File: config.mk
export PLATFORM = sky130hd
export DESIGN_NAME = external_irq_and_vector_unit
export DESIGN_NICKNAME = d
export VERILOG_FILES = /design/src/irq_vec_pkg.sv /design/src/external_irq_and_vector_unit.sv
export VERILOG_INCLUDE_DIRS = /design/src /design/src/src
export SDC_FILE = /design/constraint.sdc
export NUM_CORES = 1
export LEC_CHECK = 0
export BUFFER_PORTS_ARGS = -buffer_cell sky130_fd_sc_hd__buf_2
export CORE_ASPECT_RATIO = 1.25
export CORE_UTILIZATION = 40
export DETAILED_ROUTE_END_ITERATION = 12
export PLACE_DENSITY = 0.89
export SLEW_MARGIN = 5
export SYNTH_ARGS = -nofsm -noshare
export SYNTH_HDL_FRONTEND = slang
export SYNTH_SLANG_ARGS = --single-unit
File: constraint.sdc
create_clock -name pclk -period 1.29 [get_ports pclk]
set_input_delay 0.0645 -clock pclk [delete_from_list [all_inputs] [get_ports pclk]]
set_output_delay 0.0645 -clock pclk [all_outputs]
set_load 0.05 [all_outputs]
File: src/irq_vec_params.svh
// offsets, reset values, vectors and field positions of the interrupt unit
// assumes a 32-bit apb slave with word-aligned registers
`ifndef IRQ_VEC_PARAMS_SVH
`define IRQ_VEC_PARAMS_SVH

`define OFF_SENSE 8'h00
`define OFF_EXT_EN 8'h04
`define OFF_EXT_FLAGS 8'h08
`define OFF_PC_CTRL 8'h0c
`define OFF_PC_FLAGS 8'h10
`define OFF_PC_MASK 8'h14
`define OFF_EVT_STATUS 8'h18
`define OFF_EVT_MASK 8'h1c

`define RST_SENSE 2'h0
`define RST_EN 1'h0
`define RST_PC_MASK 4'h0
`define RST_EVT 2'h0

`define VEC_RESET 16'h0000
`define VEC_FIRST 16'h0001
`define VEC_LAST 16'h000a
`define NUM_SOURCES 10

`define SRC_EXT 0
`define SRC_PC 1
`define EVT_EXT 0
`define EVT_PC 1

`endif

File: src/irq_vec_pkg.sv
// types of the interrupt and vector unit
// assumes irq_vec_params.svh supplies the numbers
package irq_vec_pkg;

  typedef enum logic [1:0] {
    SENSE_LOW,
    SENSE_CHANGE,
    SENSE_FALL,
    SENSE_RISE
  } sense_t;

  // request towards the processor core
  typedef struct packed {
    logic valid;
    logic [15:0] addr;
  } vec_req_t;

  // apb request fields
  typedef struct packed {
    logic sel;
    logic enable;
    logic write;
    logic [7:0] addr;
    logic [31:0] wdata;
  } apb_req_t;

endpackage
File: src/external_irq_and_vector_unit.sv
// external pin and pin-change interrupt detection with vector selection
// assumes one clock pclk, apb register access, core acks vectors on pclk
//
// Added by the designer: the register addresses and the APB register port.
`include "irq_vec_params.svh"

// Behaviour
// - ten sources map to addresses one to ten
// - every reset starts at address zero
// - pins trigger even when driven as outputs
// - any masked monitored pin change requests
// - pin-change wake works without clock
// - two-bit sense: low, change, fall, rise
// - low level requests while pin low
// - edges clocked, low level wakes asynchronously
// - vanished low level gives no interrupt; here the sticky event status stays set and drives irq when unmasked
// - pin sampled; longer-than-clock pulses caught
// - pin interrupt needs enable and global enable
// - edge sets flag; vectoring or one clears
// - pin flag reads zero in level mode
// - pin-change needs group and global enable
// - change sets flag; vectoring or one clears
// - four mask bits select monitored pins
// - unused upper register bits read zero
module external_irq_and_vector_unit #(
  parameter int NUM_PC = 4
) (
  // clock and reset
  input wire logic pclk,
  input wire logic presetn,
  // apb slave
  input wire logic psel,
  input wire logic penable,
  input wire logic pwrite,
  input wire logic [7:0] paddr,
  input wire logic [31:0] pwdata,
  output logic [31:0] prdata,
  output logic pready,
  output logic pslverr,
  // pins
  input wire logic ext_irq_pin,
  input wire logic [NUM_PC-1:0] pin_change_inputs,
  // other sources: capture, overflow, match a, match b, comparator, watchdog, supply, converter
  input wire logic [7:0] other_irq_req,
  // processor core
  input wire logic global_irq_enable,
  input wire logic vector_ack,
  output irq_vec_pkg::vec_req_t core_req,
  output logic boot_fetch,
  output logic wake_req,
  output logic irq
);

  logic [1:0] ext_sync_q;
  logic ext_prev_q;
  logic [NUM_PC-1:0] pc_sync1_q;
  logic [NUM_PC-1:0] pc_sync2_q;
  logic [NUM_PC-1:0] pc_prev_q;
  irq_vec_pkg::sense_t sense_q;
  logic ext_en_q;
  logic ext_flag_q;
  logic pin_change_group_enable;
  logic pin_change_flag;
  logic [NUM_PC-1:0] pc_mask_q;
  logic [1:0] evt_status_q;
  logic [1:0] evt_mask_q;
  logic boot_q;
  irq_vec_pkg::vec_req_t req_q;
  irq_vec_pkg::apb_req_t bus;

  logic ext_now;
  logic ext_trig;
  logic [NUM_PC-1:0] pc_change;
  logic pc_trig;
  logic ext_level_req;
  logic [`NUM_SOURCES-1:0] src_req;
  logic wr;
  logic rd;
  logic ack_ext;
  logic ack_pc;

  // lowest set index gives the lowest vector address
  function automatic logic [15:0] pick_vector(input logic [`NUM_SOURCES-1:0] req);
    logic [15:0] v;
    v = `VEC_RESET;
    for (int i = `NUM_SOURCES - 1; i >= 0; i--) begin
      if (req[i]) begin
        v = `VEC_FIRST + 16'(i);
      end
    end
    return v;
  endfunction

  function automatic logic hit(input logic [7:0] a, input logic [7:0] off);
    return a == off;
  endfunction

  assign bus = '{psel, penable, pwrite, paddr, pwdata};
  assign wr = bus.sel && bus.enable && bus.write;
  assign rd = bus.sel && bus.enable && !bus.write;
  assign pready = 1'b1;

  // pad levels are sampled regardless of pin direction
  always_ff @(posedge pclk or negedge presetn) begin
    if (!presetn) begin
      ext_sync_q <= 2'h3;
      ext_prev_q <= 1'b1;
    end else begin
      ext_sync_q <= {ext_sync_q[0], ext_irq_pin};
      ext_prev_q <= ext_sync_q[1];
    end
  end

  always_ff @(posedge pclk or negedge presetn) begin
    if (!presetn) begin
      pc_sync1_q <= '0;
      pc_sync2_q <= '0;
      pc_prev_q <= '0;
    end else begin
      pc_sync1_q <= pin_change_inputs;
      pc_sync2_q <= pc_sync1_q;
      pc_prev_q <= pc_sync2_q;
    end
  end

  assign ext_now = ext_sync_q[1];

  // edge and change detection on the synchronised pin
  always_comb begin
    case (sense_q)
      irq_vec_pkg::SENSE_CHANGE: ext_trig = ext_now ^ ext_prev_q;
      irq_vec_pkg::SENSE_FALL: ext_trig = ext_prev_q && !ext_now;
      irq_vec_pkg::SENSE_RISE: ext_trig = !ext_prev_q && ext_now;
      default: ext_trig = 1'b0;
    endcase
  end

  // level request follows the pin; a vanished level leaves only the sticky event status bit set
  assign ext_level_req = (sense_q == irq_vec_pkg::SENSE_LOW) && ext_en_q && !ext_now;

  assign pc_change = (pc_sync2_q ^ pc_prev_q) & pc_mask_q;
  assign pc_trig = |pc_change;

  // unclocked wake path for sleep with the clock stopped
  assign wake_req = (ext_en_q && sense_q == irq_vec_pkg::SENSE_LOW && !ext_irq_pin)
    || (pin_change_group_enable && |((pin_change_inputs ^ pc_prev_q) & pc_mask_q));

  assign ack_ext = vector_ack && req_q.valid && req_q.addr == `VEC_FIRST + 16'(`SRC_EXT);
  assign ack_pc = vector_ack && req_q.valid && req_q.addr == `VEC_FIRST + 16'(`SRC_PC);

  // control registers
  always_ff @(posedge pclk or negedge presetn) begin
    if (!presetn) begin
      sense_q <= irq_vec_pkg::sense_t'(`RST_SENSE);
      ext_en_q <= `RST_EN;
      pin_change_group_enable <= `RST_EN;
      pc_mask_q <= `RST_PC_MASK;
      evt_mask_q <= `RST_EVT;
    end else if (wr) begin
      if (hit(bus.addr, `OFF_SENSE)) begin
        sense_q <= irq_vec_pkg::sense_t'(bus.wdata[1:0]);
      end
      if (hit(bus.addr, `OFF_EXT_EN)) begin
        ext_en_q <= bus.wdata[0];
      end
      if (hit(bus.addr, `OFF_PC_CTRL)) begin
        pin_change_group_enable <= bus.wdata[0];
      end
      if (hit(bus.addr, `OFF_PC_MASK)) begin
        pc_mask_q <= bus.wdata[NUM_PC-1:0];
      end
      if (hit(bus.addr, `OFF_EVT_MASK)) begin
        evt_mask_q <= bus.wdata[1:0];
      end
    end
  end

  // external flag: set wins over either clear, held zero in level mode
  always_ff @(posedge pclk or negedge presetn) begin
    if (!presetn) begin
      ext_flag_q <= 1'b0;
    end else if (sense_q == irq_vec_pkg::SENSE_LOW) begin
      ext_flag_q <= 1'b0;
    end else if (ext_trig) begin
      ext_flag_q <= 1'b1;
    end else if (ack_ext || (wr && hit(bus.addr, `OFF_EXT_FLAGS) && bus.wdata[0])) begin
      ext_flag_q <= 1'b0;
    end
  end

  always_ff @(posedge pclk or negedge presetn) begin
    if (!presetn) begin
      pin_change_flag <= 1'b0;
    end else if (pc_trig) begin
      pin_change_flag <= 1'b1;
    end else if (ack_pc || (wr && hit(bus.addr, `OFF_PC_FLAGS) && bus.wdata[0])) begin
      pin_change_flag <= 1'b0;
    end
  end

  // sticky event status, cleared by reading it
  always_ff @(posedge pclk or negedge presetn) begin
    if (!presetn) begin
      evt_status_q <= `RST_EVT;
    end else begin
      for (int i = 0; i < 2; i++) begin
        if ((i == `EVT_EXT && (ext_trig || ext_level_req)) || (i == `EVT_PC && pc_trig)) begin
          evt_status_q[i] <= 1'b1;
        end else if (rd && hit(bus.addr, `OFF_EVT_STATUS)) begin
          evt_status_q[i] <= 1'b0;
        end
      end
    end
  end

  assign irq = |(evt_status_q & evt_mask_q);

  // enabled requests in vector order
  always_comb begin
    src_req = '0;
    src_req[`SRC_EXT] = ext_en_q && (ext_flag_q || ext_level_req);
    src_req[`SRC_PC] = pin_change_group_enable && pin_change_flag;
    src_req[`NUM_SOURCES-1:2] = other_irq_req;
  end

  always_ff @(posedge pclk or negedge presetn) begin
    if (!presetn) begin
      req_q <= '{1'b0, `VEC_RESET};
    end else if (ack_ext || ack_pc || vector_ack) begin
      req_q <= '{1'b0, `VEC_RESET};
    end else begin
      req_q.valid <= global_irq_enable && |src_req;
      req_q.addr <= global_irq_enable ? pick_vector(src_req) : `VEC_RESET;
    end
  end

  always_ff @(posedge pclk or negedge presetn) begin
    if (!presetn) begin
      boot_q <= 1'b1;
    end else begin
      boot_q <= 1'b0;
    end
  end

  assign core_req = req_q;
  assign boot_fetch = boot_q;

  // read mux; reserved bits stay zero
  always_comb begin
    prdata = '0;
    pslverr = 1'b0;
    if (bus.sel && bus.enable) begin
      case (bus.addr)
        `OFF_SENSE: prdata[1:0] = sense_q;
        `OFF_EXT_EN: prdata[0] = ext_en_q;
        `OFF_EXT_FLAGS: prdata[0] = ext_flag_q;
        `OFF_PC_CTRL: prdata[0] = pin_change_group_enable;
        `OFF_PC_FLAGS: prdata[0] = pin_change_flag;
        `OFF_PC_MASK: prdata[NUM_PC-1:0] = pc_mask_q;
        `OFF_EVT_STATUS: prdata[1:0] = evt_status_q;
        `OFF_EVT_MASK: prdata[1:0] = evt_mask_q;
        default: pslverr = 1'b1;
      endcase
    end
  end
endmodule

**Yosys cells after proc, flatten, opt, wreduce, memory -nomap -nowiden**

Index checks and enable logic that the tools add are counted.

- Bits in registers: 47
- Latch bits: 0
- Memory bits (writable): 0
- Bits in read-only memories: 0
- Input port bits: 60
- Memories kept: 0

- $add $sub $neg: 0
- $mul: 0
- Div/mod/pow operators: 0
- Magnitude comparators: 0
- Eq/ne operators: 12
- Shift operators: 0
- Multiplexer cells: 27
- Bitwise gates (word level): 6
- Reduce and logical (&&, ||, !) cells: 47

Operators by type and width:

| kind | number |
|---|---|
| two-way mux 16 bit | 10 |
| == test 8 x 5 -> 1 bit (second input constant) | 4 |
| logical AND 1 bit | 20 |
| two-way mux 17 bit | 1 |
| == test 16 x 1 -> 1 bit (second input constant) | 1 |
| == test 16 x 2 -> 1 bit (second input constant) | 1 |
| == test 8 x 4 -> 1 bit (second input constant) | 2 |
| two-way mux 1 bit | 10 |
| AND reduction 2 bit | 5 |
| OR reduction 10 bit | 1 |
| AND 4 bit | 2 |
| == test 8 x 3 -> 1 bit (second input constant) | 1 |
| zero test 8 bit | 1 |
| two-way mux 4 bit | 2 |
| one-hot mux 1 bit (8 select lines) | 1 |
| OR reduction 4 bit | 2 |
| OR reduction 8 bit | 1 |
| bitwise XOR 4 bit | 2 |
| logical OR 1 bit | 7 |
| nonzero test 2 bit | 3 |
| == test 2 bit (second input constant) | 2 |
| zero test 1 bit | 4 |
| one-hot mux 1 bit (4 select lines) | 1 |
| one-hot mux 1 bit (3 select lines) | 1 |
| 7 further kinds | 7 |

**Depth between registers and ports, before layout**

Gate-level depths: netlist (run 1).

- Word-level depth: 12
- Depth in mapped cells: 6
- Gate-level depth less buffers: 6

**Worst setup path before layout (run 1)**

No wires, ideal clock.

- Kind: input-to-output
- From: input paddr[4]
- To: output prdata[1]
- Arrival: 2.149 ns
- Required time: 1.226 ns
- Path slack: -0.924 ns
- Cell stages on the path: 5
- Path buffers: 1
- Cells stage by stage: buf_6 > or4b_4 > nand2b_4 > o221a_2 > nor3_1

- Cells in the longest elaborated chain, start to end: 3

Ends and longest elaborated chain:

| what | RTL line | RTL |
|---|---|---|
| from (decl) | external_irq_and_vector_unit.sv:35 | `input wire logic [7:0] paddr,` |
| == test 8 x 5 -> 1 bit / zero test 8 bit (equally long branches) | external_irq_and_vector_unit.sv:253 | `case (bus.addr)` |
| one-hot mux 1 bit (4 select lines) (*) | external_irq_and_vector_unit.sv:253 |  |
| two-way mux 4 bit (*) | external_irq_and_vector_unit.sv:252 | `if (bus.sel && bus.enable) begin` |
| to (decl) | external_irq_and_vector_unit.sv:37 | `output logic [31:0] prdata,` |

Mark *: on every way between the ends. The rest lies on a longest branch, timed or not.

**Final worst setup path (run 1)**

- From: register pc_prev_q[3]
- To: output wake_req

- Cells in the longest elaborated chain, start to end: 5

Ends and longest elaborated chain:

| what | RTL line | RTL |
|---|---|---|
| from (decl) | external_irq_and_vector_unit.sv:58 | `logic [NUM_PC-1:0] pc_prev_q;` |
| from (signal assigned) | external_irq_and_vector_unit.sv:122 | `pc_prev_q <= pc_sync2_q;` |
| bitwise XOR 4 bit | external_irq_and_vector_unit.sv:146 | `\|\| (pin_change_group_enable && \|((pin_change_inputs ^ pc_prev_q) & pc_mask_q));` |
| AND 4 bit | external_irq_and_vector_unit.sv:146 |  |
| OR reduction 4 bit | external_irq_and_vector_unit.sv:146 |  |
| logical AND 1 bit | external_irq_and_vector_unit.sv:146 |  |
| logical OR 1 bit | external_irq_and_vector_unit.sv:146 |  |
| to (decl) | external_irq_and_vector_unit.sv:50 | `output logic wake_req,` |

No other way between the ends.

==> impl_metrics.ini, run 1 <==
[die]
die_y_um = 81.2
floorplan.initialDensity_pct = 42.1
die-area_mm2 = 0.00531
coreArea_mm2 = 0.00476
top_level_port_count = 114
core.rowCount = 28
die_x_um = 65.4

[synth]
yosys.area.top_type = dfrtp_1
avg_cell_area_syn_um2 = 10.4
synth-edff-count = 0
synth.ff_latch_count = 35
ys_async_rst_share_pct = 100
yosys-top-cells-count = 41 x buf_4, 31 x dfrtp_1, 13 x nand2_1
synth_top_cell_area_share_pct = 38.7
synth_ff_type = dfrtp_1
netlist_instances = 193
post_synth_instance_area_mm2 = 0.00201
synth_sequential_area_ratio_pct = 43.9
yosys.cell_types.count = 42
synth_area_leaders = dfrtp_1 39%, buf_4 15%, dfstp_2 5.2%
synth_most_common_cell = buf_4
yosys_warnings = 0

[status]
run_status = complete, but fails checks
violations_in_the_final_reports = negative setup slack

[power]
total_leakage_power_nw = 1.38
share_comb_of_total_power_pct = 21.9
seqPwrFrac_pct = 39.6
internal_power_mw = 2.11
vdd_ir_drop_max_mv = 0.805
design_power_total_mw = 3.02
netSwitchingFraction_pct = 30.1
cellPowerDensity_mw_per_mm2 = 1090
switching_power_of_the_nets_mw = 0.909
clock_power_share_pct = 38.5

[sta]
finalSetupViolations = 9
timing.final.crit_share_pct = 118
final-max-slew-violation-count = 0
hold_viol = 0
fin_skew_ns = 0.00346
post-route-worst-setup-slack_ns = -0.235
finalCriticalPeriod_ns = 1.52
fin_worst_hold_slack_ns = 0.0124
tightestPinTransition_ns = 0.503
rsz0062_at_grt = yes
fmax_mhz = 656
slew_headroom_pct = 66.2

[clock_network]
clk_pin_slew_worst_paths_ns = 0.07
clk_root_buffer_cell = clkbuf_8
cts-root-to-sink-buffers = 2
clock_insertion_delay_worst_skew_ns = 0.29
tritoncts = built
cts_buffer_count = 5
htree_num_levels = 2
cts_num_sinks = 35

[global_route]
global_route.usage.total_pct = 18.4
vias_in_the_first_global_route = 1593
pin_count_of_the_biggest_net_entering_global_routing = 20
grt_remaining_overflow = 0
antenna_found_initial = 0
grt_pass1_wl_um = 7310

[setup_path]
most_numerous_cell_on_the_critical_path = o21ai_2
crit_family = compound AO/OA/AOI/OAI gates
crit_path_top_delay_cell = dfrtp_1
critical_path_peak_fanout = 2
worstSetupEndpointType = output port
worstSetupStartpointType = register
worst-setup-path-type = register to output port
cp_data_required_time_ns = 1.23
critical_path.cell_chain = xor2_1 -> a22o_1 -> o21ai_2 -> o21ai_2 -> buf_6
max_stage_delay_ns = 0.40
cp_num_buf_inv = 1
arrival_ns = 1.46

[placement]
dpl.hpwl_um = 3330
dpl_cell_area_mm2 = 0.00237
gp_congestion = 0.855
placement.io_buffers = 44
pre_cts_slack_ns = -0.412

[hold_path]
hold_class = input port to register

[final_layout]
antenna_cells = 0
fin_util_pct = 58.4
sequential_cell_area_um2 = 882
synthToLayoutAreaGrowth_pct = 38.5
number_of_nets_at_the_end_of_the_flow = 340
final_layout_size_suffix_gt1_share_pct = 45.2
filler_instances = 405
design_area_mm2 = 0.00278
multiInputGateArea_mm2 = 0.00107

[route]
drtIter0Drc = 30
ant_nets = 0
firstDrtPassIters = 4
avgRoutedWirePerCell_um = 13.6
route.detailed.drc = 0
vias_per_cell = 4.86
wl_um = 4630
vias = 1649

[flow_run]
drv_cap = 0
[layer usage]
| metal | vias up | track usage, % | part of all wire [%] |
|---|---|---|---|
| li1 | 760 | - | - |
| met4 | 0 | 6.30 | 1.3 |
| met2 | 81 | 35.1 | 56 |
| met3 | 9 | 3.93 | 4.9 |
| met5 | - | 0 | 0 |
| met1 | 799 | 19.7 | 38 |
[path summary, 6_finish.rpt]
check / startpoint / endpoint / slack (ns) / depth (start not counted)
min in group asynchronous: presetn / core_req[3] / 0.24 / 2
min: pwdata[3] / pc_mask_q[3] / 0.01 / 2
max reg2reg: ext_sync_q[1] / evt_status_q[0] / -0.02 / 5
max: pc_prev_q[3] / wake_req / -0.23 / 5
max in group asynchronous: presetn / ext_sync_q[0] / 0.54 / 3
min reg2reg: pc_sync1_q[1] / pc_sync2_q[1] / 0.35 / 0
[cell families after synthesis]
logic type / after synthesis / synth area share [%]
AND/OR/NAND/NOR: 54 / 14.8
buffers and inverters: 50 / 17.4
flip-flops: 35 / 43.9
AO/OA/AOI/OAI: 27 / 9.16
multiplexers: 14 / 9.16
XOR/XNOR: 9 / 3.93
adder cells (fa/ha/maj): 2 / 1.25
other: 2 / 0.374
[placed cells by master (no fill, tap or decap), types with 5 or more instances in the layout]
cell,synthesis,final
conb_1,2,42
buf_6,1,9
dfrtp_1,31,30
clkbuf_8,0,5
nor2_1,7,7
inv_1,7,5
nand2_1,13,12
buf_4,41,27
mux2_4,4,6
dlygate4sd3_1,0,6
xor2_1,8,7
buf_2,0,36
[worst register-to-register path, delay by kind of cell, from the launching register on]
kind,cells,cell delay [ns]
flops,1,0.57
fa+ha+maj,1,0.25
compound gates,3,0.32
buf+inv,1,0.05
[power by group through the flow]
stage | Combinational [mW] | Clock (mW) | Sequential (mW)
floorplan | 0.481 | 0 | 1.24
global placement | 0.590 | 0 | 1.21
detailed placement | 0.601 | 0 | 1.21
CTS | 0.640 | 1.18 | 1.19
global route | 0.705 | 1.22 | 1.21
finish | 0.661 | 1.16 | 1.20
[repair_timing]
action | CTS | global route
hold endpoints to repair | 22 | 0
gates resized for setup | 27 | 23
setup endpoints to repair | 11 | 19
hold buffers | 6 | 0
pin swaps | 10 | 5
setup buffers | 4 | 2
[through the flow]
step	setup TNS (ns)	cells
after floorplan	-1.54	233
final	-0.805	339
after global routing	-1.23	339
after global placement	-3.34	319
after CTS	-0.646	337
after detailed placement	-3.86	319
[registers in the layout, indices dropped and copies added (netlist names), 2 cells and up]
register      cells
ext_sync_q        2
pc_prev_q         4
core_req          5
evt_mask_q        2
sense_q           2
pc_sync2_q        4
evt_status_q      2
pc_mask_q         4
pc_sync1_q        4
[layout make-up]
type / count / area share (%)
clock inverter: 3 / 2.43
tap: 60 / 2.70
inverter: 7 / 0.945
multi-input combinational: 148 / 38.3
sequential: 35 / 31.7
timing repair buffer: 81 / 21.4
clock buffer: 5 / 2.48
(Power assumes the default switching activity.)
==> run 2, diff against run 1 <==
RECOVER_POWER = 50   (was not set)
SKIP_LAST_GASP = 1   (was not set)
==> impl_metrics.ini, run 2 (synthesis results as in run 1) <==
[final_layout]
most-common-layout-cells = 42 x conb_1, 32 x buf_2, 30 x dfrtp_1
antenna_cells = 0
synthToLayoutAreaGrowth_pct = 37.6
final_layout_size_suffix_gt1_share_pct = 43.7
most_common_library_cell_in_the_layout_ignoring_fill_and_taps = conb_1
design_area_mm2 = 0.00276
number_of_nets_at_the_end_of_the_flow = 340
largest_register_ffs = 5
filler_instances = 409

[route]
firstDrtPassIters = 5
ant_nets = 0
route.detailed.drc = 0
wl_um = 4620
avgRoutedWirePerCell_um = 13.6
vias = 1656
vias_per_cell = 4.88
drtIter0Drc = 31

[die]
top_level_port_count = 114
die-area_mm2 = 0.00531
floorplan.initialDensity_pct = 42.1
die_x_um = 65.4
core.rowCount = 28
coreArea_mm2 = 0.00476
die_y_um = 81.2

[clock_network]
htree_num_levels = 2
cts_buffer_count = 5
clock_insertion_delay_worst_skew_ns = 0.28
clk_pin_slew_worst_paths_ns = 0.07
tritoncts = built
clk_root_buffer_cell = clkbuf_8
cts-root-to-sink-buffers = 2
cts_num_sinks = 35

[sta]
rsz0062_at_grt = yes
tightestPinTransition_ns = 0.521
slew_headroom_pct = 64.9
fin_worst_hold_slack_ns = 0.0139
timing.final.crit_share_pct = 118
finalCriticalPeriod_ns = 1.53
finalSetupViolations = 10
final-max-slew-violation-count = 0
fmax_mhz = 656
post-route-worst-setup-slack_ns = -0.236
fin_skew_ns = 0.00378
hold_viol = 0
timing.setup.tns_ns = -0.852

[global_route]
antenna_found_initial = 0
grt_remaining_overflow = 0
grt_pass1_wl_um = 7310
vias_in_the_first_global_route = 1593
pin_count_of_the_biggest_net_entering_global_routing = 20
global_route.usage.total_pct = 18.4

[setup_path]
cp_data_required_time_ns = 1.23
worst-setup-path-type = register to output port
regToRegStartpoint = ext_sync_q[1]
worstSetupEndpointType = output port
max_stage_delay_ns = 0.40
worstSetupStartpointType = register
critical_path_peak_fanout = 2
arrival_ns = 1.46
crit_path_top_delay_cell = dfrtp_1
critical_path.cell_chain = xor2_1 -> a22o_1 -> o21ai_2 -> o21ai_2 -> buf_6
critical_path.startpoint = pc_prev_q[3]
most_numerous_cell_on_the_critical_path = o21ai_2

[placement]
dpl_cell_area_mm2 = 0.00237
gp_congestion = 0.855
pre_cts_slack_ns = -0.412
dpl.hpwl_um = 3330
placement.io_buffers = 44

[status]
run_status = complete, but fails checks
violations_in_the_final_reports = negative setup slack

[power]
vdd_ir_drop_max_mv = 0.802
total_leakage_power_nw = 1.37
cellPowerDensity_mw_per_mm2 = 1090

[flow_run]
drv_cap = 0

[hold_path]
hold_class = input port to register
startpoint_of_the_tightest_hold_check_path = pwdata[3]
run 2: changes by cell type in the layout (fill, tap and decap cells not counted), sizes merged:
cell and change:
clkbuf +5, buf -5
run 2: per-stage QoR:
stage | total power, mW | std cells | utilization, %
6_report | 3.01 | 339 | 58.0
5_1_grt | 3.13 | 339 | 58.0
4_1_cts | 3.01 | 337 | 56.3
3_5_place_dp | 1.82 | 319 | 49.7
3_3_place_gp | 1.80 | 319 | 49.7
2_1_floorplan | 1.72 | 233 | -
run 2: final cells by class:
class                      count  area (um2)  share of cell area (%)
clock buffer                   5        68.8                    2.49
clock inverter                 3        67.6                    2.45
inverter                       7        26.3                   0.952
multi-input combinational    148        1070                    38.6
sequential                    35         882                    31.9
tap                           60        75.1                    2.72
timing repair buffer          81         576                    20.8
run 2: repair_timing:
action                                  CTS  global route
setup buffers                             4             2
resized for setup                        27            23
hold buffers                              6             0
pin swaps                                10             5
hold endpoints to repair                 22             0
endpoints found under the setup margin   11            19
run 2: metal layers:
metal	global-route usage (%)	wire, um	vias to the layer above
met5	0	0	-
met4	6.30	59	0
met3	3.93	225	7
met2	35.1	2570	80
met1	19.7	1770	810
li1	-	-	759
run 2: worst max-delay path: cells and delay by family (launching register included):
family | cells | cell delay (ns)
xor+xnor | 1 | 0.18
compound gates | 3 | 0.43
buf+inv | 1 | 0.15
flops | 1 | 0.40
run 2: power breakdown:
| group | switching, mW | internal [mW] | total [mW] | leakage, nW |
|---|---|---|---|---|
| clock network | 0.391 | 0.770 | 1.16 | 0.0644 |
| registers | 0.0432 | 1.15 | 1.20 | 0.430 |
| logic | 0.471 | 0.183 | 0.654 | 0.873 |
run 2: worst paths after layout:
check                                  end  slack (ns)  cells past startpoint
max                               wake_req       -0.24                      5
min                           pc_mask_q[3]        0.01                      2
max reg2reg                evt_status_q[0]       -0.06                      5
min reg2reg                  pc_sync2_q[1]        0.35                      0
max in group asynchronous    ext_sync_q[0]        0.27                      3
min in group asynchronous      core_req[3]        0.24                      2
